`config.mk`:
```
export PLATFORM = sky130hd
export DESIGN_NAME = ebal_addr_lane
export DESIGN_NICKNAME = d
export VERILOG_FILES = /design/src/ebal_pkg.sv /design/src/ebal_lane_dec.sv /design/src/ebal_addr_lane.sv
export VERILOG_INCLUDE_DIRS = /design/src
export SDC_FILE = /design/constraint.sdc
export NUM_CORES = 1
export LEC_CHECK = 0
export BUFFER_PORTS_ARGS = -buffer_cell sky130_fd_sc_hd__clkbuf_2
export CAP_MARGIN = 25
export CORE_MARGIN = 4
export CORE_UTILIZATION = 35
export CTS_CLUSTER_SIZE = 40
export DETAILED_ROUTE_END_ITERATION = 16
export GPL_ROUTABILITY_DRIVEN = 0
export PLACE_DENSITY = 0.64
export SLEW_MARGIN = 20
export SYNTH_ARGS = -nofsm -noshare
export SYNTH_HDL_FRONTEND = slang
export SYNTH_SLANG_ARGS = --single-unit
```
`constraint.sdc`:
```
create_clock -name i_ref_clk -period 2.2 [get_ports i_ref_clk]
set_clock_uncertainty 0.05 [all_clocks]
set_input_delay 0.11 -clock i_ref_clk [delete_from_list [all_inputs] [get_ports i_ref_clk]]
set_output_delay 0.11 -clock i_ref_clk [all_outputs]
set_load 0.05 [all_outputs]
```
`src/ebal_map.svh`:
```
`ifndef EBAL_MAP_SVH
`define EBAL_MAP_SVH
// width/halted code values
`define EBAL_CODE_W8 2'h0
`define EBAL_CODE_W16 2'h1
`define EBAL_CODE_W32 2'h2
`define EBAL_CODE_HALT 2'h3
// idle levels driven in reset and halt; the low address bits take theirs in reset only
`define EBAL_ALE_IDLE 1'h0
`define EBAL_ADS_IDLE 1'h1
`define EBAL_BE_IDLE 4'hf
`define EBAL_LOW_RST 2'h0
`endif

```
`src/ebal_pkg.sv`:
```
package ebal_pkg;
  typedef enum logic [1:0] {
    EBAL_W8 = 2'h0,
    EBAL_W16 = 2'h1,
    EBAL_W32 = 2'h2
  } ebal_width_t;
  typedef enum logic [3:0] {
    EBAL_IDLE = 4'h1,
    EBAL_ADDR = 4'h2,
    EBAL_DATA = 4'h4,
    EBAL_HALT = 4'h8
  } ebal_state_t;
endpackage : ebal_pkg

```
`src/ebal_lane_dec.sv`:
```
`timescale 1ns/100ps
`include "ebal_map.svh"
// lane decoder: maps width, byte address and byte mask onto the lane pins
module ebal_lane_dec
  import ebal_pkg::*;
(
  // request
  input wire ebal_width_t i_width,
  input wire logic [3:0] i_addr,
  input wire logic [3:0] i_mask,
  // lane pins
  output logic [1:0] o_low_bits,
  output logic [3:0] o_be_n
);
  wire [3:0] mask_n = ~i_mask;
  // shared byte-enable layout per width
  assign o_be_n = (i_width == EBAL_W32) ? mask_n : // see RULE_07
                  (i_width == EBAL_W16) ? {mask_n[1], 1'b1, i_addr[1], mask_n[0]} : // see RULE_08
                  {2'b11, i_addr[1], i_addr[0]}; // see RULE_09 see RULE_10
  assign o_low_bits = i_addr[3:2];
endmodule : ebal_lane_dec

```
`src/ebal_addr_lane.sv`:
```
// Operation
// RULE_01 - inverted latch output is always the complement of the latch strobe
// RULE_02 - address strobe low for the whole address cycle of each access
// RULE_03 - outside logic samples address strobe at end of address cycle
// RULE_04 - 32-bit region: drive address bits 3:2, step word address per ready
// RULE_05 - 16-bit region: bits 3:1, bit 1 on lane 1, step halfword per ready
// RULE_06 - 8-bit region: bits 3:0, bits 1:0 on lanes 1:0, step byte
// RULE_07 - 32-bit region: lanes 3..0 qualify bytes 31:24 down to 7:0
// RULE_08 - 16-bit region: lane3 high byte, lane2 high, lane1 addr bit1, lane0 low
// RULE_09 - 8-bit region: lane3 high, lane1 address bit1, lane0 address bit0
// RULE_10 - 8-bit region: lane 2 held high and unused
// RULE_11 - byte enables fixed from address cycle through last data cycle
// RULE_12 - unaligned requests split into transactions with fixed enables
// RULE_13 - width code 00 8-bit, 01 16-bit, 10 32-bit, 11 halted
// RULE_14 - width code floats whenever the bus is given up for hold
// RULE_15 - hold floats strobes, bits, enables; reset/halt drive them high (code resets the low address bits to 0 and keeps the last ones in halt)
// RULE_16 - outside logic withholds ready for wait; each ready advances burst
`timescale 1ns/100ps
`include "ebal_map.svh"
module ebal_addr_lane
  import ebal_pkg::*;
#(
  parameter int BEATS_W = 3
)(
  // clock and reset
  input wire logic i_ref_clk,
  input wire logic i_rst,
  // processor side request
  input wire logic i_req_valid,
  input wire ebal_width_t i_req_width,
  input wire logic [3:0] i_req_addr,
  input wire logic [3:0] i_req_mask,
  input wire logic [BEATS_W-1:0] i_req_beats,
  input wire logic i_halt,
  input wire logic i_hold,
  // bus handshake
  input wire logic i_ready_recover_n,
  // request accepted pulse and done pulse
  output logic o_req_taken,
  output logic o_xfer_done,
  // bus pins
  output logic o_ale,
  output logic o_ale_n,
  output logic o_address_strobe_n,
  output logic [1:0] o_low_address_bits,
  output logic [3:0] o_byte_lane_enables,
  output logic [1:0] o_width_halt_code,
  output logic o_ctl_oe,
  output logic o_code_oe
);
  // transaction context and the decoder's view of it
  ebal_state_t state_reg, state_next;
  ebal_width_t width_reg;
  logic [3:0] addr_reg, mask_reg;
  logic [BEATS_W-1:0] beats_reg;
  logic [1:0] low_bits;
  logic [3:0] be_n;

  // address step in bytes for the region width
  function automatic logic [3:0] ebal_step(input ebal_width_t w);
    ebal_step = (w == EBAL_W32) ? 4'h4 : (w == EBAL_W16) ? 4'h2 : 4'h1;
  endfunction : ebal_step

  // requests must already be aligned pieces; unaligned ones split upstream
  wire take = (state_reg == EBAL_IDLE) && i_req_valid && !i_hold && !i_halt; // see RULE_12
  wire ready = (state_reg == EBAL_DATA) && !i_ready_recover_n; // see RULE_16
  wire last = ready && (beats_reg == '0);

  // halt only from idle; hold wins so the bus can be handed over from halt
  wire halt_go = i_halt && !i_hold;
  wire halt_leave = !i_halt || i_hold;

  // next state
  always_comb begin
    state_next = state_reg;
    unique case (state_reg)
      EBAL_IDLE: begin
        if (halt_go) begin
          state_next = EBAL_HALT;
        end else if (take) begin
          state_next = EBAL_ADDR;
        end
      end
      EBAL_ADDR: begin
        state_next = EBAL_DATA; // exactly one address cycle
      end
      EBAL_DATA: begin
        if (last) begin
          state_next = EBAL_IDLE;
        end
      end
      EBAL_HALT: begin
        if (halt_leave) begin
          state_next = EBAL_IDLE;
        end
      end
      default: begin
        state_next = EBAL_IDLE; // stray code
      end
    endcase
  end

  // decoder sees the held context, so it gives the lanes of the running beat
  ebal_lane_dec u_dec (
    .i_width(width_reg),
    .i_addr(addr_reg),
    .i_mask(mask_reg),
    .o_low_bits(low_bits),
    .o_be_n(be_n)
  );

  // one beat advances when ready lands and more beats remain
  wire step = ready && !last; // see RULE_16
  wire [3:0] step_addr = 4'(addr_reg + ebal_step(width_reg)); // see RULE_04 see RULE_05 see RULE_06
  wire [BEATS_W-1:0] beats_left = BEATS_W'(beats_reg - 1'b1);

  // state register
  always_ff @(posedge i_ref_clk or posedge i_rst) begin
    if (i_rst) begin
      state_reg <= EBAL_IDLE;
    end else begin
      state_reg <= state_next;
    end
  end

  // transaction context; byte mask frozen for the whole transaction
  always_ff @(posedge i_ref_clk or posedge i_rst) begin
    if (i_rst) begin
      width_reg <= EBAL_W32;
      addr_reg <= 4'h0;
      mask_reg <= 4'h0;
      beats_reg <= '0;
    end else if (take) begin
      width_reg <= i_req_width;
      addr_reg <= i_req_addr;
      mask_reg <= i_req_mask; // see RULE_11
      beats_reg <= i_req_beats;
    end else if (step) begin
      addr_reg <= step_addr;
      beats_reg <= beats_left;
    end
  end

  // pins are registered, so they are built from what the context holds next cycle
  wire next_addr = (state_next == EBAL_ADDR);
  wire next_data = (state_next == EBAL_DATA);
  wire next_busy = next_addr || next_data;
  wire next_halt = (state_next == EBAL_HALT);
  wire [3:0] addr_nx = take ? i_req_addr : step ? step_addr : addr_reg;
  wire [1:0] width_nx = take ? i_req_width : width_reg;

  // lanes of a fresh request; same layout as the decoder, one cycle earlier
  wire [3:0] req_mask_n = ~i_req_mask;
  wire [3:0] req_be_w32 = req_mask_n; // see RULE_07
  wire [3:0] req_be_w16 = {req_mask_n[1], 1'b1, i_req_addr[1], req_mask_n[0]}; // see RULE_08
  wire [3:0] req_be_w8 = {2'b11, i_req_addr[1:0]}; // see RULE_09 see RULE_10
  wire [3:0] req_be = (i_req_width == EBAL_W32) ? req_be_w32 :
                      (i_req_width == EBAL_W16) ? req_be_w16 : req_be_w8;

  // lanes of a running burst: enable roles hold, address roles follow the step
  wire [3:0] run_be_w32 = be_n; // see RULE_07
  wire [3:0] run_be_w16 = {be_n[3:2], addr_nx[1], be_n[0]}; // see RULE_05
  wire [3:0] run_be_w8 = {be_n[3:2], addr_nx[1:0]}; // see RULE_06
  wire [3:0] run_be = (width_reg == EBAL_W32) ? run_be_w32 :
                      (width_reg == EBAL_W16) ? run_be_w16 : run_be_w8;
  wire [3:0] be_nx = take ? req_be : run_be; // see RULE_11

  // parked values while idle, halted or in reset
  wire [3:0] be_pin_nx = next_busy ? be_nx : `EBAL_BE_IDLE; // see RULE_15
  wire [1:0] low_pin_nx = next_busy ? addr_nx[3:2] : low_bits;
  wire [1:0] code_pin_nx = next_halt ? `EBAL_CODE_HALT : width_nx; // see RULE_13
  // pins given up only between transfers; a burst under way is finished first
  wire drive_nx = !(i_hold && !next_busy); // see RULE_14 see RULE_15

  // latch strobe pair and address strobe mark exactly the address cycle
  always_ff @(posedge i_ref_clk or posedge i_rst) begin
    if (i_rst) begin
      o_ale <= `EBAL_ALE_IDLE;
      o_ale_n <= ~`EBAL_ALE_IDLE;
      o_address_strobe_n <= `EBAL_ADS_IDLE;
    end else begin
      o_ale <= next_addr;
      o_ale_n <= ~next_addr; // see RULE_01
      o_address_strobe_n <= ~next_addr; // see RULE_02
    end
  end

  // partial address and byte lanes
  always_ff @(posedge i_ref_clk or posedge i_rst) begin
    if (i_rst) begin
      o_low_address_bits <= `EBAL_LOW_RST;
      o_byte_lane_enables <= `EBAL_BE_IDLE;
    end else begin
      o_low_address_bits <= low_pin_nx; // see RULE_04
      o_byte_lane_enables <= be_pin_nx; // see RULE_11
    end
  end

  // width or halted code
  always_ff @(posedge i_ref_clk or posedge i_rst) begin
    if (i_rst) begin
      o_width_halt_code <= `EBAL_CODE_HALT;
    end else begin
      o_width_halt_code <= code_pin_nx;
    end
  end

  // output enables; they drop in hold so the pins float outside
  always_ff @(posedge i_ref_clk or posedge i_rst) begin
    if (i_rst) begin
      o_ctl_oe <= 1'b1;
      o_code_oe <= 1'b1;
    end else begin
      o_ctl_oe <= drive_nx; // see RULE_15
      o_code_oe <= drive_nx; // see RULE_14
    end
  end

  // status pulses for the requester
  always_ff @(posedge i_ref_clk or posedge i_rst) begin
    if (i_rst) begin
      o_req_taken <= 1'b0;
      o_xfer_done <= 1'b0;
    end else begin
      o_req_taken <= take;
      o_xfer_done <= last;
    end
  end
endmodule : ebal_addr_lane

```
=== After elaboration in Yosys (flattened, before gate mapping) ===
Cells that the tools add are included.

* Register bits after elaboration: 30
* Bits of input ports: 19
* Output and inout port bits: 15

* Equal/unequal tests: 11
* Mux-type cells: 22
* Add/sub/neg operators: 2
* Bitwise gates (word level): 3
* Reductions and logical operators: 18

{| class="wikitable"
|+ Operator list
! operator !! count
|-
| 4-bit two-way mux || 12
|-
| 4-bit case mux with 4 select lines || 1
|-
| 2-bit two-way mux || 5
|-
| 3-bit two-way mux || 3
|-
| 4-bit by 2-bit equality test with 1-bit output (second input constant) || 2
|-
| 4-bit by 3-bit equality test with 1-bit output (second input constant) || 2
|-
| 4-bit equality test (second input constant) || 2
|-
| 1-bit logical AND || 8
|-
| 4-bit NOT || 2
|-
| 1-bit zero test || 6
|-
| 4-bit by 3-bit adder with 4-bit output || 1
|-
| 2-bit by 1-bit equality test with 1-bit output (second input constant) || 2
|-
| 2-bit equality test (second input constant) || 2
|-
| 4-bit by 1-bit equality test with 1-bit output (second input constant) || 1
|-
| 3-bit zero test || 1
|-
| 3-bit by 1-bit subtractor with 3-bit output (second input constant) || 1
|-
| 1-bit logical OR || 2
|-
| 2-bit nonzero test || 1
|-
| 1-bit two-way mux || 1
|-
| 1-bit NOT || 1
|}

=== Logic depth before layout (Yosys ltp) ===
* Word-level depth: 12
* Mapped depth: 9
* Depth with buffers taken out: 9

=== Hierarchy ===
A second synthesis with hierarchy kept.

* Cell total of the unflattened synthesis: 164
* Area total of the unflattened synthesis: 1,626.6 µm²

{| class="wikitable"
|+ Modules (own cells, without submodules)
! module !! cells an instance !! sequential area each (µm²) !! area an instance (µm²) !! instances
|-
| ebal_addr_lane || 153 || 763.2 || 1,550.2 || 1
|-
| ebal_lane_dec || 11 || 0.0 || 76.3 || 1
|}

=== Least setup slack after synthesis ===
OpenSTA, ideal clock, no wires.

* Kind: reg2reg
* From: register width_reg[1]
* To: register o_byte_lane_enables[1]
* Period minus slack after synthesis: 2.113 ns
* Setup time: 0.082 ns
* Arrival time: 1.981 ns
* Data required time: 2.068 ns
* Slack: 0.087 ns
* Cell stages (with the launch flop): 9
* Cell sequence: dfstp_2 > ha_1 > ha_1 > inv_1 > fa_1 > nor3_1 > a21oi_1 > a22o_1 > a22oi_1

* Word-level cells in the longest chain between the ends: 9
* Elaborated cells on any way between the ends: 11

{| class="wikitable"
|+ Ends and longest elaborated chain
! what !! line !! RTL
|-
| from (decl) || ebal_addr_lane.sv:53 || <nowiki>ebal_width_t width_reg;</nowiki>
|-
| from (signal assigned) || ebal_addr_lane.sv:134 || <nowiki>width_reg <= i_req_width;</nowiki>
|-
| 2-bit by 1-bit equality test with 1-bit output || ebal_addr_lane.sv:61 || <nowiki>ebal_step = (w == EBAL_W32) ? 4'h4 : (w == EBAL_W16) ? 4'h2 : 4'h1;</nowiki>
|-
| 2-bit two-way mux || ebal_addr_lane.sv:61 ||
|-
| 3-bit two-way mux || ebal_addr_lane.sv:61 ||
|-
| 4-bit by 3-bit adder with 4-bit output || ebal_addr_lane.sv:114 || <nowiki>wire [3:0] step_addr = 4'(addr_reg + ebal_step(width_reg));</nowiki>
|-
| 4-bit two-way mux (2 in a row) || n/a ||
|-
| 2-bit two-way mux * || ebal_addr_lane.sv:164 || <nowiki>wire [3:0] run_be = (width_reg == EBAL_W32) ? run_be_w32 :</nowiki>
|-
| 4-bit two-way mux * || ebal_addr_lane.sv:166 || <nowiki>wire [3:0] be_nx = take ? req_be : run_be;</nowiki>
|-
| 4-bit two-way mux (no line) * || n/a ||
|-
| named net be_pin_nx[1] || ebal_addr_lane.sv:169 || <nowiki>wire [3:0] be_pin_nx = next_busy ? be_nx : `EBAL_BE_IDLE;</nowiki>
|-
| to (signal assigned) || ebal_addr_lane.sv:192 || <nowiki>o_byte_lane_enables <= `EBAL_BE_IDLE;</nowiki>
|-
| to (signal assigned) || ebal_addr_lane.sv:195 || <nowiki>o_byte_lane_enables <= be_pin_nx;</nowiki>
|-
| to (decl) || ebal_addr_lane.sv:46 || <nowiki>output logic [3:0] o_byte_lane_enables,</nowiki>
|}

The timed path passes the listed nets; every way through them passes the cells marked *.
A chain may end at the register's enable or synchronous reset.

=== Worst setup path in the final report ===
Same ends and word-level chain as after synthesis.

==> flow_summary_export.csv <==
group,metric,value,unit
status,status,"complete, no violations",
routing,dr.pass1.iters,4,
run,cap_violations,0,
timing,finalCritPeriodShare,93.9,%
power_and_ir_drop,p_seq_share,35.7,%
final_layout,final_common_cell,"clkbuf_2",
worst_setup_path,path_delay_family,"adder cells",
global_routing,grt_pass1_wl,5140,um
synthesis,synthDistinctLibCells,39,
worst_setup_path,end_kind,"flip-flop",
die,coreArea,0.00435,mm^2
routing,first_iter_violations,68,
timing,hold_viol_final,0,
worst_setup_path,critPathArrivalTime,2.23,ns
worst_setup_path,start_kind,"flip-flop",
synthesis,async_flop_share,100,%
die,ios,34,
worst_setup_path,path_cells,"ha_4 -> ha_2 -> inv_2 -> fa_1 -> nor3_2 -> a21oi_1 -> a22o_1 -> a22oi_2",
clock_tree,cts_tree,"yes",
place,place_ws,0.0129,ns
place,numPortBuffers,33,
global_routing,grt_use_total,12.5,%
timing,rsz0062_at_grt,"no",
synthesis,synth_edf_count,0,
synthesis,synth_seq_cells,30,
global_routing,grt_pass1_vias,1127,
worst_setup_path,crit_fanout,3,
clock_tree,clock_path_buffers,2,
clock_tree,numCtsBuffers,5,
die,die_y,75.2,um
worst_setup_path,worstPathRequired,2.36,ns
final_layout,fin_nets,235,
final_layout,n_fill_cell,435,
timing,max_freq,484,MHz
worst_setup_path,cp_num_buf_inv,1,
power_and_ir_drop,clockPowerShare,18.8,%
die,die_area,0.00566,mm^2
timing,min_period,2.07,ns
timing,relSlewSlack,65.0,%
worst_setup_path,crit_slowest_cell,"dfstp_2",
synthesis,yosysSeqAreaShare,48.2,%
power_and_ir_drop,worst_ir_drop_vdd,0.433,mV
routing,antenna_left,0,
timing,slew_viol_final,0,
routing,post-route-drc-count,0,
global_routing,grt_max_degree,31,
synthesis,synth_ff_type,"dfrtp_1",
global_routing,grt_antenna_before_repair,0,
clock_tree,clk_latency,0.28,ns
die,start_util,36.4,%
power_and_ir_drop,swShare,39.3,%
synthesis,yosysTopAreaCell,"dfrtp_1",
timing,worstMarginPinSlew,0.518,ns
power_and_ir_drop,p_sw,0.000958,W
routing,viasPerCell,4.70,
worst_setup_path,slowest_delay,0.56,ns
die,die_w,75.2,um
final_layout,design_area,0.00201,mm^2
power_and_ir_drop,p_comb_share,45.4,%
final_layout,area_growth,27.0,%
final_layout,regArea,763,um^2
timing,tns,0,ns
final_layout,diodes,0,
synthesis,synth_top_area_share,31.6,%
timing,fin_ws,0.134,ns
die,rows,24,
power_and_ir_drop,power_leakage,0.976,nW
clock_tree,ctsHtreeMaxLevel,2,
power_and_ir_drop,internal_power,0.00148,W
synthesis,syn_nets,185,
routing,wl,3230,um
hold_path,min_path_type,"in2reg",
power_and_ir_drop,powerDensity,1210,mW/mm^2
synthesis,netlist_area,0.00158,mm^2
synthesis,netlist_instances,157,
synthesis,syn_area_per_cell,10.1,um^2
worst_setup_path,path_class,"reg2reg",
final_layout,multi_input_area,718,um^2
routing,num_vias,1222,
synthesis,yosys_warnings,0,
synthesis,synth_area_leaders,"dfrtp_1, dfstp_2, ha_1",
final_layout,drive_above_1_share,34.6,%
routing,routedWlPerCell,12.4,um
clock_tree,clk_pin_slew,0.07,ns
place,dp_hpwl,2360,um
clock_tree,cts-root-buf,"clkbuf_8",
timing,finalSetupViolCount,0,
place,placed_area,0.00182,mm^2
final_layout,most-common-layout-cells,"clkbuf_2, nand2_1, dfrtp_1, inv_1, buf_4",
clock_tree,cts_sinks,30,
global_routing,grt_overflow,0,
-- per-stage QoR --
stage	std cells	hold WS, ns	util [%]	total power [W]
floorplan	157	0.107	-	0.00168
global placement	244	0.136	41.7	0.00189
detailed placement	244	0.135	41.7	0.00191
finish	260	0.0124	46.1	0.00244
global route	260	0.0111	46.1	0.00265
CTS	259	0.00156	45.4	0.00239
-- power groups by stage --
stage	Sequential [W]	Combinational, W	Clock (W)
final	0.000872	0.00111	0.000459
after global routing	0.000893	0.00126	0.000492
after CTS	0.000870	0.00105	0.000472
after detailed placement	0.000881	0.00103	0
after global placement	0.000876	0.00101	0
after floorplan	0.00104	0.000642	0
-- layer usage --
metal	part of all wire, %	vias up	track usage, %
li1	-	632	-
met1	47	551	15.8
met2	43	33	19.1
met3	6.7	6	3.74
met4	2.4	0	6.99
met5	0	-	0
-- path summary, 6_finish.rpt --
path / to / depth (start not counted) / slack [ns] / from
max in group asynchronous: width_reg[1] / 4 / 1.40 / i_rst
max: o_byte_lane_enables[1] / 8 / 0.13 / width_reg[1]
min in group asynchronous: mask_reg[3] / 4 / 0.37 / i_rst
min: mask_reg[1] / 3 / 0.01 / i_req_mask[1]
max reg2reg: o_byte_lane_enables[1] / 8 / 0.13 / width_reg[1]
min reg2reg: o_byte_lane_enables[2] / 1 / 0.37 / mask_reg[2]
-- cell type report --
cell class	instances	share of cell area [%]
flip-flops and latches	30	38.0
multi-input cells	106	35.7
repair buffers	51	15.8
clock buffers	7	4.30
well taps	52	3.24
inverters	13	2.68
clock inverters	1	0.249
-- worst min-delay path: cells and delay by family --
| family | cells | cell delay [ns] |
|---|---|---|
| buf+inv | 1 | 0.10 |
| simple gates | 2 | 0.10 |
-- synthesized netlist by cell type, drive strengths merged, types with 3 or more instances --
master	instances
dfstp	10
nand3b	3
a31oi	4
a211oi	3
inv	12
buf	8
or3	3
xnor2	4
o21ai	12
nand2	22
dfrtp	20
a21oi	6
nor2b	3
ha	8
nor2	8
nand2b	8
-- logic make-up (layout without fill, tap and decap cells) --
group                      Yosys count  count (layout)  share of synthesized area (%)
buffers and inverters               21              72                           7.98
and+or+nand+nor                     57              57                           18.4
adders and majority gates            9               9                           7.59
muxes                                2               2                           1.90
DFF                                 30              30                           48.2
AOI/OAI and AO/OA                   32              32                           12.6
xor gates and xnor gates             6               6                           3.32
-- timing repair --
item | in CTS | in global routing
resized for setup | 0 | 5
setup endpoints to repair | 0 | 1
setup buffers | 0 | 1
hold buffers | 7 | 0
hold endpoints to repair | 27 | 0
Note: power is estimated with default switching activity, not from simulation.
